==> src/core/rakl_consts.svh <==
`ifndef RAKL_CONSTS_SVH
`define RAKL_CONSTS_SVH

// ----------------------------------------------------------------------
// Line characters (seven-bit codes)
// ----------------------------------------------------------------------
`define RAKL_CH_SOR 7'h3B
`define RAKL_CH_CR 7'h0D
`define RAKL_CH_0 7'h30
`define RAKL_CH_9 7'h39
`define RAKL_CH_A 7'h41
`define RAKL_CH_F 7'h46
`define RAKL_CH_LA 7'h61
`define RAKL_CH_LF 7'h66
`define RAKL_HEX_ALPHA 4'hA

// ----------------------------------------------------------------------
// Answer codes
// ----------------------------------------------------------------------
`define RAKL_ACK 8'h2A
`define RAKL_NAK_ANY 8'h55
`define RAKL_NAK_COUNT 8'h30
`define RAKL_NAK_TIMEOUT 8'h54
`define RAKL_NAK_ADDR 8'h41
`define RAKL_NAK_SUM 8'h43
`define RAKL_NAK_LEN 8'h4C
`define RAKL_NO_ERR 8'h00

// ----------------------------------------------------------------------
// Record layout
// ----------------------------------------------------------------------
`define RAKL_HDR_DIGITS 7'd8
`define RAKL_SUM_DIGITS 7'd4
`define RAKL_MAX_BYTES 8'd32
`define RAKL_FIXED_CHARS 10'd14

// ----------------------------------------------------------------------
// Timing: a tick of 1/15 s, sized for the slowest line rate
// ----------------------------------------------------------------------
`define RAKL_TICK_HZ 15
`define RAKL_MIN_BAUD 75
`define RAKL_CHAR_BITS 10
`define RAKL_GRACE_SEC 1
`define RAKL_NEXT_SEC 15
`define RAKL_TICKS_PER_CHAR \
    ((`RAKL_CHAR_BITS * `RAKL_TICK_HZ + `RAKL_MIN_BAUD - 1) / `RAKL_MIN_BAUD)
`define RAKL_GRACE_TICKS (`RAKL_GRACE_SEC * `RAKL_TICK_HZ)
`define RAKL_NEXT_TICKS (`RAKL_NEXT_SEC * `RAKL_TICK_HZ)

`endif

==> src/core/rakl_pkg.sv <==
`include "rakl_consts.svh"

package rakl_pkg;

    typedef enum logic [3:0] {
        RAKL_IDLE = 4'h0,
        RAKL_HDR = 4'h1,
        RAKL_DATA = 4'h2,
        RAKL_SUM = 4'h3,
        RAKL_WAIT_CR = 4'h4,
        RAKL_SEND = 4'h5,
        RAKL_NEXT = 4'h6,
        RAKL_DEAD = 4'h7
    } rakl_state_t;

    // Returns {is_hex, value}
    function automatic logic [4:0] rakl_hex(input logic [6:0] c);
        logic [4:0] r;
        r = 5'h00;
        if (c >= `RAKL_CH_0 && c <= `RAKL_CH_9)
        begin
            r = {1'b1, c[3:0]};
        end
        else if (c >= `RAKL_CH_A && c <= `RAKL_CH_F)
        begin
            r = {1'b1, 4'(c - `RAKL_CH_A) + `RAKL_HEX_ALPHA};
        end
        else if (c >= `RAKL_CH_LA && c <= `RAKL_CH_LF)
        begin
            r = {1'b1, 4'(c - `RAKL_CH_LA) + `RAKL_HEX_ALPHA};
        end
        return r;
    endfunction : rakl_hex

endpackage : rakl_pkg

==> src/core/rakl_receiver.sv <==
// Function
// (RULE1) Whole record received correctly is answered with asterisk 2A.
// (RULE2) Sender treats any answer other than asterisk as negative.
// (RULE3) Sender repeats last record after each negative answer, no limit.
// (RULE4) Transfer is data records then one end record, each answered.
// (RULE5) Sender sends record characters back to back.
// (RULE6) Text before first record has no semicolon, ends with CR LF.
// (RULE7) Reception error is answered with U or a class-specific code.
// (RULE8) End record count mismatch is answered with the count code only.
// (RULE9) Sender retries on all negative codes except the count code.
// (RULE10) Answer within one second of CR, never before the CR.
// (RULE11) Record end is recognised only by the carriage return.
// (RULE12) Record timeout sized from byte count; negative code when CR late.
// (RULE13) Wait 15 s for next semicolon, then send unsolicited timeout code.
// (RULE14) Second consecutive next-record timeout: line dead, stop, alert.
// (RULE15) Sender flushes pending input before sending closing CR.
// (RULE16) Sender times out seven seconds after its CR without answer.
// (RULE17) Sender declares line dead on second answer timeout.
// (RULE18) Works and keeps valid timeouts from 75 to 600 baud.
// (RULE19) Record: semicolon, count, address, address sum, data, sum, CR.
// (RULE20) End record has zero count, address field holds record total.
// (RULE21) No data stored before the address checksum is verified.
// (RULE22) Only the seven low bits of each character are used.
// (RULE23) Timeouts count ticks from a prescaler of the local clock.
`timescale 1ns/1ns
`include "rakl_consts.svh"

module rakl_receiver #(
    parameter int CLK_HZ = 50000000,
    parameter int TICK_CYCLES = CLK_HZ / `RAKL_TICK_HZ
) (
    input wire logic clk,
    input wire logic rstn,
    input wire logic [7:0] rx_char,
    input wire logic rx_valid,
    input wire logic addr_check_ok,
    input wire logic rec_check_ok,
    input wire logic tx_ready,
    output logic [7:0] tx_char,
    output logic tx_valid,
    output logic mem_we,
    output logic [15:0] mem_addr,
    output logic [7:0] mem_data,
    output logic [7:0] record_byte_count,
    output logic [15:0] record_start_address,
    output logic [7:0] address_checksum,
    output logic [15:0] record_checksum,
    output logic [15:0] record_total,
    output logic [7:0] last_nak,
    output logic transfer_done,
    output logic line_dead,
    output logic operator_alert
);

    generate
        if (TICK_CYCLES < 1)
        begin : g_bad
            $error("rakl_receiver: TICK_CYCLES must be at least 1");
        end
    endgenerate

    // ------------------------------------------------------------------
    // Tick source
    // ------------------------------------------------------------------
    logic tick;

    rakl_tick #(
        .TICK_CYCLES(TICK_CYCLES)
    ) u_tick (
        .clk(clk),
        .rstn(rstn),
        .tick(tick) // RULE23
    );

    // ------------------------------------------------------------------
    // State
    // ------------------------------------------------------------------
    rakl_pkg::rakl_state_t state, next_state;
    rakl_pkg::rakl_state_t after, next_after;
    logic [6:0] dig_cnt, next_dig_cnt;
    logic [31:0] hdr, next_hdr;
    logic [15:0] sum_field, next_sum_field;
    logic [3:0] byte_hi, next_byte_hi;
    logic [7:0] byte_idx, next_byte_idx;
    logic addr_pending, next_addr_pending;
    logic addr_ok, next_addr_ok;
    logic [7:0] err, next_err;
    logic [15:0] rec_count, next_rec_count;
    logic [9:0] tmo, next_tmo;
    logic miss, next_miss;
    logic [7:0] next_tx_char;
    logic next_tx_valid;
    logic next_mem_we;
    logic [15:0] next_mem_addr;
    logic [7:0] next_mem_data;
    logic [7:0] next_last_nak;
    logic next_done;
    logic next_alert;

    logic [6:0] ch;
    logic [4:0] hx;
    logic [7:0] jj;
    logic [7:0] jj_lim;
    logic [9:0] rec_limit;
    logic [7:0] answer;
    logic in_record;

    assign ch = rx_char[6:0]; // RULE22
    assign hx = rakl_pkg::rakl_hex(ch);
    assign jj = hdr[31:24];
    assign in_record = (state == rakl_pkg::RAKL_HDR)
        || (state == rakl_pkg::RAKL_DATA)
        || (state == rakl_pkg::RAKL_SUM)
        || (state == rakl_pkg::RAKL_WAIT_CR);

    // Until the count is known, assume the longest record
    always_comb
    begin
        if (state == rakl_pkg::RAKL_HDR || jj > `RAKL_MAX_BYTES)
        begin
            jj_lim = `RAKL_MAX_BYTES;
        end
        else
        begin
            jj_lim = jj;
        end
    end

    // Due time of the CR at the slowest rate, plus one second
    assign rec_limit = 10'(`RAKL_TICKS_PER_CHAR)
        * (`RAKL_FIXED_CHARS + {1'b0, jj_lim, 1'b0})
        + 10'(`RAKL_GRACE_TICKS); // RULE12 RULE18

    // Answer chosen at the CR; the first error seen wins
    always_comb
    begin
        if (state != rakl_pkg::RAKL_WAIT_CR && err == `RAKL_NO_ERR)
        begin
            answer = `RAKL_NAK_LEN;
        end
        else if (err != `RAKL_NO_ERR)
        begin
            answer = err; // RULE7
        end
        else if (!rec_check_ok)
        begin
            answer = `RAKL_NAK_SUM; // RULE7
        end
        else if (jj == 8'h00 && record_start_address != rec_count)
        begin
            answer = `RAKL_NAK_COUNT; // RULE8 RULE20
        end
        else
        begin
            answer = `RAKL_ACK; // RULE1
        end
    end

    // ------------------------------------------------------------------
    // Next-state logic
    // ------------------------------------------------------------------
    always_comb
    begin
        next_state = state;
        next_after = after;
        next_dig_cnt = dig_cnt;
        next_hdr = hdr;
        next_sum_field = sum_field;
        next_byte_hi = byte_hi;
        next_byte_idx = byte_idx;
        next_addr_pending = 1'b0;
        next_addr_ok = addr_ok;
        next_err = err;
        next_rec_count = rec_count;
        next_tmo = tick ? tmo + 10'h001 : tmo;
        next_miss = miss;
        next_tx_char = tx_char;
        next_tx_valid = tx_valid;
        next_mem_we = 1'b0;
        next_mem_addr = mem_addr;
        next_mem_data = mem_data;
        next_last_nak = last_nak;
        next_done = 1'b0;
        next_alert = 1'b0;

        // Verdict on the address checksum, one cycle after its last digit
        if (addr_pending)
        begin
            next_addr_ok = addr_check_ok; // RULE21
            if (!addr_check_ok && err == `RAKL_NO_ERR)
            begin
                next_err = `RAKL_NAK_ADDR;
            end
        end

        if (in_record && rx_valid && ch == `RAKL_CH_CR)
        begin
            // The CR alone closes a record; errors wait for it
            next_tx_char = answer; // RULE10 RULE11
            next_tx_valid = 1'b1;
            next_state = rakl_pkg::RAKL_SEND;
            next_after = rakl_pkg::RAKL_NEXT;
            if (answer != `RAKL_ACK)
            begin
                next_last_nak = answer;
            end
            else if (jj == 8'h00)
            begin
                next_after = rakl_pkg::RAKL_IDLE; // RULE4
            end
            else
            begin
                next_rec_count = rec_count + 16'h0001; // RULE20
            end
        end
        else if (in_record && tick && next_tmo >= rec_limit)
        begin
            next_tx_char = `RAKL_NAK_TIMEOUT; // RULE12
            next_tx_valid = 1'b1;
            next_last_nak = `RAKL_NAK_TIMEOUT;
            next_state = rakl_pkg::RAKL_SEND;
            next_after = rakl_pkg::RAKL_NEXT;
        end
        else
        begin
            case (state)
                rakl_pkg::RAKL_IDLE, rakl_pkg::RAKL_NEXT:
                begin
                    if (rx_valid && ch == `RAKL_CH_SOR)
                    begin
                        // Other text, CR and LF between records is ignored
                        next_state = rakl_pkg::RAKL_HDR; // RULE6 RULE19
                        next_dig_cnt = 7'h00;
                        next_hdr = 32'h0;
                        next_err = `RAKL_NO_ERR;
                        next_addr_ok = 1'b0;
                        next_byte_idx = 8'h00;
                        next_tmo = 10'h000;
                        next_miss = 1'b0;
                    end
                    else if (state == rakl_pkg::RAKL_IDLE)
                    begin
                        next_tmo = 10'h000;
                    end
                    else if (tick && next_tmo > 10'(`RAKL_NEXT_TICKS))
                    begin
                        next_tmo = 10'h000;
                        next_last_nak = `RAKL_NAK_TIMEOUT;
                        if (miss)
                        begin
                            next_state = rakl_pkg::RAKL_DEAD; // RULE14
                            next_alert = 1'b1;
                        end
                        else
                        begin
                            next_miss = 1'b1;
                            next_tx_char = `RAKL_NAK_TIMEOUT; // RULE13
                            next_tx_valid = 1'b1;
                            next_state = rakl_pkg::RAKL_SEND;
                            next_after = rakl_pkg::RAKL_NEXT;
                        end
                    end
                end
                rakl_pkg::RAKL_HDR:
                begin
                    if (rx_valid)
                    begin
                        if (!hx[4] && err == `RAKL_NO_ERR)
                        begin
                            next_err = `RAKL_NAK_ANY;
                        end
                        next_hdr = {hdr[27:0], hx[3:0]};
                        next_dig_cnt = dig_cnt + 7'h01;
                        if (next_dig_cnt == `RAKL_HDR_DIGITS)
                        begin
                            next_addr_pending = 1'b1;
                            next_dig_cnt = 7'h00;
                            if (next_hdr[31:24] == 8'h00)
                            begin
                                next_state = rakl_pkg::RAKL_SUM;
                            end
                            else if (next_hdr[31:24] > `RAKL_MAX_BYTES)
                            begin
                                next_err = (next_err == `RAKL_NO_ERR)
                                    ? `RAKL_NAK_LEN : next_err;
                                next_state = rakl_pkg::RAKL_WAIT_CR;
                            end
                            else
                            begin
                                next_state = rakl_pkg::RAKL_DATA;
                            end
                        end
                    end
                end
                rakl_pkg::RAKL_DATA:
                begin
                    if (rx_valid)
                    begin
                        if (!hx[4] && err == `RAKL_NO_ERR)
                        begin
                            next_err = `RAKL_NAK_ANY;
                        end
                        if (!dig_cnt[0])
                        begin
                            next_byte_hi = hx[3:0];
                        end
                        else
                        begin
                            // Storage only behind a verified address sum
                            next_mem_we = addr_ok; // RULE21
                            next_mem_addr = record_start_address
                                + {8'h00, byte_idx};
                            next_mem_data = {byte_hi, hx[3:0]};
                            next_byte_idx = byte_idx + 8'h01;
                        end
                        next_dig_cnt = dig_cnt + 7'h01;
                        if ({1'b0, next_dig_cnt} == {jj[6:0], 1'b0})
                        begin
                            next_dig_cnt = 7'h00;
                            next_state = rakl_pkg::RAKL_SUM;
                        end
                    end
                end
                rakl_pkg::RAKL_SUM:
                begin
                    if (rx_valid)
                    begin
                        if (!hx[4] && err == `RAKL_NO_ERR)
                        begin
                            next_err = `RAKL_NAK_ANY;
                        end
                        next_sum_field = {sum_field[11:0], hx[3:0]};
                        next_dig_cnt = dig_cnt + 7'h01;
                        if (next_dig_cnt == `RAKL_SUM_DIGITS)
                        begin
                            next_state = rakl_pkg::RAKL_WAIT_CR;
                        end
                    end
                end
                rakl_pkg::RAKL_WAIT_CR:
                begin
                    if (rx_valid && err == `RAKL_NO_ERR)
                    begin
                        next_err = `RAKL_NAK_LEN;
                    end
                end
                rakl_pkg::RAKL_SEND:
                begin
                    next_tmo = 10'h000;
                    if (tx_ready)
                    begin
                        next_tx_valid = 1'b0;
                        next_state = after;
                        if (after == rakl_pkg::RAKL_IDLE)
                        begin
                            next_done = 1'b1;
                            next_rec_count = 16'h0000;
                        end
                    end
                end
                default:
                begin
                    // Dead line: reception stops until reset
                    next_state = rakl_pkg::RAKL_DEAD; // RULE14
                end
            endcase
        end
    end

    // ------------------------------------------------------------------
    // Registers
    // ------------------------------------------------------------------
    always_ff @(posedge clk)
    begin
        if (!rstn)
        begin
            state <= rakl_pkg::RAKL_IDLE;
            after <= rakl_pkg::RAKL_IDLE;
            dig_cnt <= 7'h00;
            hdr <= 32'h0;
            sum_field <= 16'h0000;
            byte_hi <= 4'h0;
            byte_idx <= 8'h00;
            addr_pending <= 1'b0;
            addr_ok <= 1'b0;
            err <= `RAKL_NO_ERR;
            rec_count <= 16'h0000;
            tmo <= 10'h000;
            miss <= 1'b0;
            tx_char <= 8'h00;
            tx_valid <= 1'b0;
            mem_we <= 1'b0;
            mem_addr <= 16'h0000;
            mem_data <= 8'h00;
            last_nak <= `RAKL_NO_ERR;
            transfer_done <= 1'b0;
            operator_alert <= 1'b0;
        end
        else
        begin
            state <= next_state;
            after <= next_after;
            dig_cnt <= next_dig_cnt;
            hdr <= next_hdr;
            sum_field <= next_sum_field;
            byte_hi <= next_byte_hi;
            byte_idx <= next_byte_idx;
            addr_pending <= next_addr_pending;
            addr_ok <= next_addr_ok;
            err <= next_err;
            rec_count <= next_rec_count;
            tmo <= next_tmo;
            miss <= next_miss;
            tx_char <= next_tx_char;
            tx_valid <= next_tx_valid;
            mem_we <= next_mem_we;
            mem_addr <= next_mem_addr;
            mem_data <= next_mem_data;
            last_nak <= next_last_nak;
            transfer_done <= next_done;
            operator_alert <= next_alert;
        end
    end

    assign record_byte_count = hdr[31:24];
    assign record_start_address = hdr[23:8];
    assign address_checksum = hdr[7:0];
    assign record_checksum = sum_field;
    assign record_total = rec_count;
    assign line_dead = (state == rakl_pkg::RAKL_DEAD); // RULE14

endmodule : rakl_receiver

==> src/core/rakl_tick.sv <==
`timescale 1ns/1ns

module rakl_tick #(
    parameter int TICK_CYCLES = 3333333
) (
    input wire logic clk,
    input wire logic rstn,
    output logic tick
);

    generate
        if (TICK_CYCLES < 1)
        begin : g_bad
            $error("rakl_tick: TICK_CYCLES must be at least 1");
        end
    endgenerate

    logic [31:0] cnt;
    logic [31:0] next_cnt;
    logic next_tick;

    always_comb
    begin
        if (cnt == 32'(TICK_CYCLES - 1))
        begin
            next_cnt = 32'h0;
            next_tick = 1'b1;
        end
        else
        begin
            next_cnt = cnt + 32'h1;
            next_tick = 1'b0;
        end
    end

    always_ff @(posedge clk)
    begin
        if (!rstn)
        begin
            cnt <= 32'h0;
            tick <= 1'b0;
        end
        else
        begin
            cnt <= next_cnt;
            tick <= next_tick;
        end
    end

endmodule : rakl_tick

==> config.mk <==
export PLATFORM = sky130hd
export DESIGN_NAME = rakl_receiver
export DESIGN_NICKNAME = d
export VERILOG_FILES = /design/src/core/rakl_pkg.sv /design/src/core/rakl_receiver.sv /design/src/core/rakl_tick.sv
export VERILOG_INCLUDE_DIRS = /design/src /design/src/core
export SDC_FILE = /design/constraint.sdc
export NUM_CORES = 1
export LEC_CHECK = 0
export ABC_AREA = 1
export BUFFER_PORTS_ARGS = -buffer_cell sky130_fd_sc_hd__buf_2
export CAP_MARGIN = 5
export CORE_MARGIN = 1
export CORE_UTILIZATION = 63
export CTS_CLUSTER_SIZE = 10
export DETAILED_ROUTE_END_ITERATION = 12
export MAX_ROUTING_LAYER = met4
export PLACE_DENSITY = 0.85
export SLEW_MARGIN = 20
export SYNTH_ARGS = -nofsm -noshare
export SYNTH_HDL_FRONTEND = slang
export SYNTH_SLANG_ARGS = --single-unit
==> constraint.sdc <==
create_clock -name clk -period 7.37 [get_ports clk]
set_input_delay 0.3685 -clock clk [delete_from_list [all_inputs] [get_ports clk]]
set_output_delay 0.3685 -clock clk [all_outputs]
set_load 0.01 [all_outputs]
==> flow_metrics.env <==
export IMPL_crit_fanout=64
export IMPL_grt_usage_pct=33.4
export IMPL_die_x_um=129
export IMPL_drc_errors=0
export IMPL_ys_seq_area_share_pct=36.3
export IMPL_drive_gt1_share_pct=13.5
export IMPL_report_final_slew_viol_count=0
export IMPL_dr_pass1_iters=6
export IMPL_power_density_nw_per_um2=176
export IMPL_multi_input_area_um2=5480
export IMPL_coreArea_um2=15800
export IMPL_synth_edf_count=0
export IMPL_synthCells=1498
export IMPL_power_total_mw=2.03
export IMPL_insertion_delay_ns=0.45
export IMPL_grt_start_max_net_pins=65
export IMPL_max_freq_ghz=0.210
export IMPL_grt_setup_unrepaired="false"
export IMPL_final_core_utilization_pct=72.7
export IMPL_vias=10200
export IMPL_cts_buffers=17
export IMPL_yosys_warnings=0
export IMPL_crit_type="reg -> reg"
export IMPL_clock_path_buffers=2
export IMPL_diodes=0
export IMPL_outcome="completed"
export IMPL_clock_sinks=185
export IMPL_ff_latch_area_um2=3700
export IMPL_tns_ns=0
export IMPL_routed_wl_um=26800
export IMPL_place_area_um2=10900
export IMPL_min_path_type="in -> reg"
export IMPL_syn_area_um2=10200
export IMPL_finalSetupViolations=0
export IMPL_avgSynthCellArea_um2=6.80
export IMPL_die_area_um2=16700
export IMPL_end_kind="flop"
export IMPL_dp_cells=1796
export IMPL_nets=1643
export IMPL_drt_initial_drc_count=791
export IMPL_area_growth_pct=13.0
export IMPL_instances_no_fill=1828
export IMPL_port_buffers=121
export IMPL_design_area_um2=11500
export IMPL_post_drt_wl_per_cell_um=14.7
export IMPL_drv_cap=0
export IMPL_finalCriticalPeriod_ns=4.76
export IMPL_antenna_found_initial=0
export IMPL_cts_resized=0
export IMPL_vias_per_cell=5.60
export IMPL_required_ns=7.67
export IMPL_cts_tree="built"
export IMPL_slew_headroom_pct=28.9
export IMPL_grt_overflow_total=0
export IMPL_ioPinCount=123
export IMPL_p_leak_nw=4.95
export IMPL_postCtsHoldBufs=0
export IMPL_cts_htree_levels=4
export IMPL_row_count=46
export IMPL_synth_seq_cells=185
export IMPL_initial_core_util_pct=64.4
export IMPL_cts_setup_buffers=0
export IMPL_nFillCells=1309
export IMPL_yosysUniqueCellTypes=53
export IMPL_hold_violations=0
export IMPL_gp_congestion=0.971
export IMPL_dp_hpwl_um=19300
export IMPL_clk_transition_reported_paths_ns=0.08
export IMPL_synthFlopType="dfxtp_1"
export IMPL_grt_pass1_wl_um=42800
export IMPL_setup_worst_path_start_class="flop"
export IMPL_critPathArrivalTime_ns=5.06
export IMPL_cts_root_buf="clkbuf_16"
export IMPL_postSynth_asyncResetShare_pct=0
export IMPL_antenna_left=0
export IMPL_worst_slew_pin_slew_ns=1.07
export IMPL_die_y_um=129
export IMPL_worst_ir_drop_vdd_mv=0.164
export IMPL_first_global_vias=8818
export IMPL_post_route_period_util_pct=64.5
export IMPL_skew_ns=0.0159
Yosys cell counts (6+ instances only):
cell / n / area share (%)
dfxtp_1: 185 / 36
inv_2: 13 / 0.48
inv_1: 193 / 7.1
a21oi_1: 156 / 7.7
nor3_1: 31 / 1.5
nor3b_1: 8 / 0.59
clkbuf_1: 19 / 0.70
nand2_2: 8 / 0.49
buf_4: 10 / 0.74
nor2_4: 7 / 0.77
xor2_1: 31 / 2.7
nor2_1: 193 / 7.1
o21ai_0: 59 / 2.9
or2_2: 6 / 0.37
nand4_1: 25 / 1.5
o21bai_1: 6 / 0.44
nand2_1: 276 / 10
ha_1: 29 / 3.6
xnor2_1: 9 / 0.77
o21ai_1: 57 / 2.8
nor4_1: 14 / 0.86
nand3_1: 90 / 4.4
buf_2: 9 / 0.44
nor2_2: 7 / 0.43
registers in the layout (all words and copies together) (netlist names), 10 cells and up:
name,flops
hdr,32
u_tick.cnt,32
mem_addr,16
record_checksum,16
record_total,16
tmo,10
cells by family (layout without fill, tap and decap cells):
group | count (synthesis) | in the layout | share of synthesized area, %
and+or+nand+nor | 689 | 689 | 30.9
other | 1 | 2 | 0.0368
DFF | 185 | 185 | 36.3
xor gates and xnor gates | 40 | 40 | 3.44
buffers and inverters | 251 | 364 | 9.92
adders and majority gates | 30 | 30 | 3.76
AOI/OAI and AO/OA | 302 | 302 | 15.6
area by class of cell:
cell class                 count  area share [%]
tap                          216            2.35
multi-input combinational   1063            47.6
timing repair buffer         124            5.46
clock buffer                  17            3.69
sequential                   185            32.2
inverter                     208            6.82
clock inverter                15            1.88
stage by stage:
step,setup slack (ns),hold WS (ns)
3_3_place_gp,2.87,0.425
6_report,2.61,0.218
4_1_cts,2.69,0.203
5_1_grt,2.14,0.229
3_5_place_dp,2.73,0.433
2_1_floorplan,3.88,0.416
worst paths after layout:
check	start	end	slack (ns)	cells past startpoint
setup / recovery	hdr[26]	hdr[26]	2.61	24
hold / removal	tx_ready	transfer_done	0.22	3
hold reg to reg	tx_char[6]	tx_char[6]	0.44	2
setup reg to reg	hdr[26]	hdr[26]	2.61	24
worst max-delay path, cell delays in order (launching register included):
cell and delay (ns):
dfxtp_1 0.35, inv_1 0.16, nand2_1 0.09, nor2_1 0.13, nand2_1 0.13, o21ai_0 0.17
nand3_1 0.13, nor2_1 0.16, inv_1 0.11, ha_1 0.20, nand2_1 0.06, nand2_1 0.07
xnor2_1 0.31, xnor2_1 0.20, ha_1 0.28, a21oi_1 0.14, o21ai_0 0.10, nand2_1 0.07
nand3_1 0.10, nand3_1 0.13, nand2_4 0.12, nor2_4 0.19, nand4_4 0.68, o21ai_1 0.45
a21oi_1 0.07
power by group:
part	internal, mW	switching (mW)
Combinational	0.0181	0.0459
Clock	0.474	0.489
Sequential	1.00	0.00278
placed cells by master (no fill, tap or decap), types with 25 or more instances in the layout:
cell type,synthesis,routed
nor3_1,31,31
o21ai_1,57,57
nand2_1,276,275
nand4_1,25,25
nand3_1,90,90
inv_1,193,193
ha_1,29,29
dfxtp_1,185,185
buf_2,9,121
a21oi_1,156,156
nor2_1,193,193
o21ai_0,59,59
xor2_1,31,31
metal layers:
metal	share of wire, %	global-route usage [%]	vias to the layer above	wire [um]
li1	-	-	5109	-
met5	0	-	-	0
met1	46	43.5	4723	12200
met2	46	52.0	343	12200
met3	5.9	5.08	54	1590
met4	2.8	13.4	0	744
(Power assumes the default switching activity.)
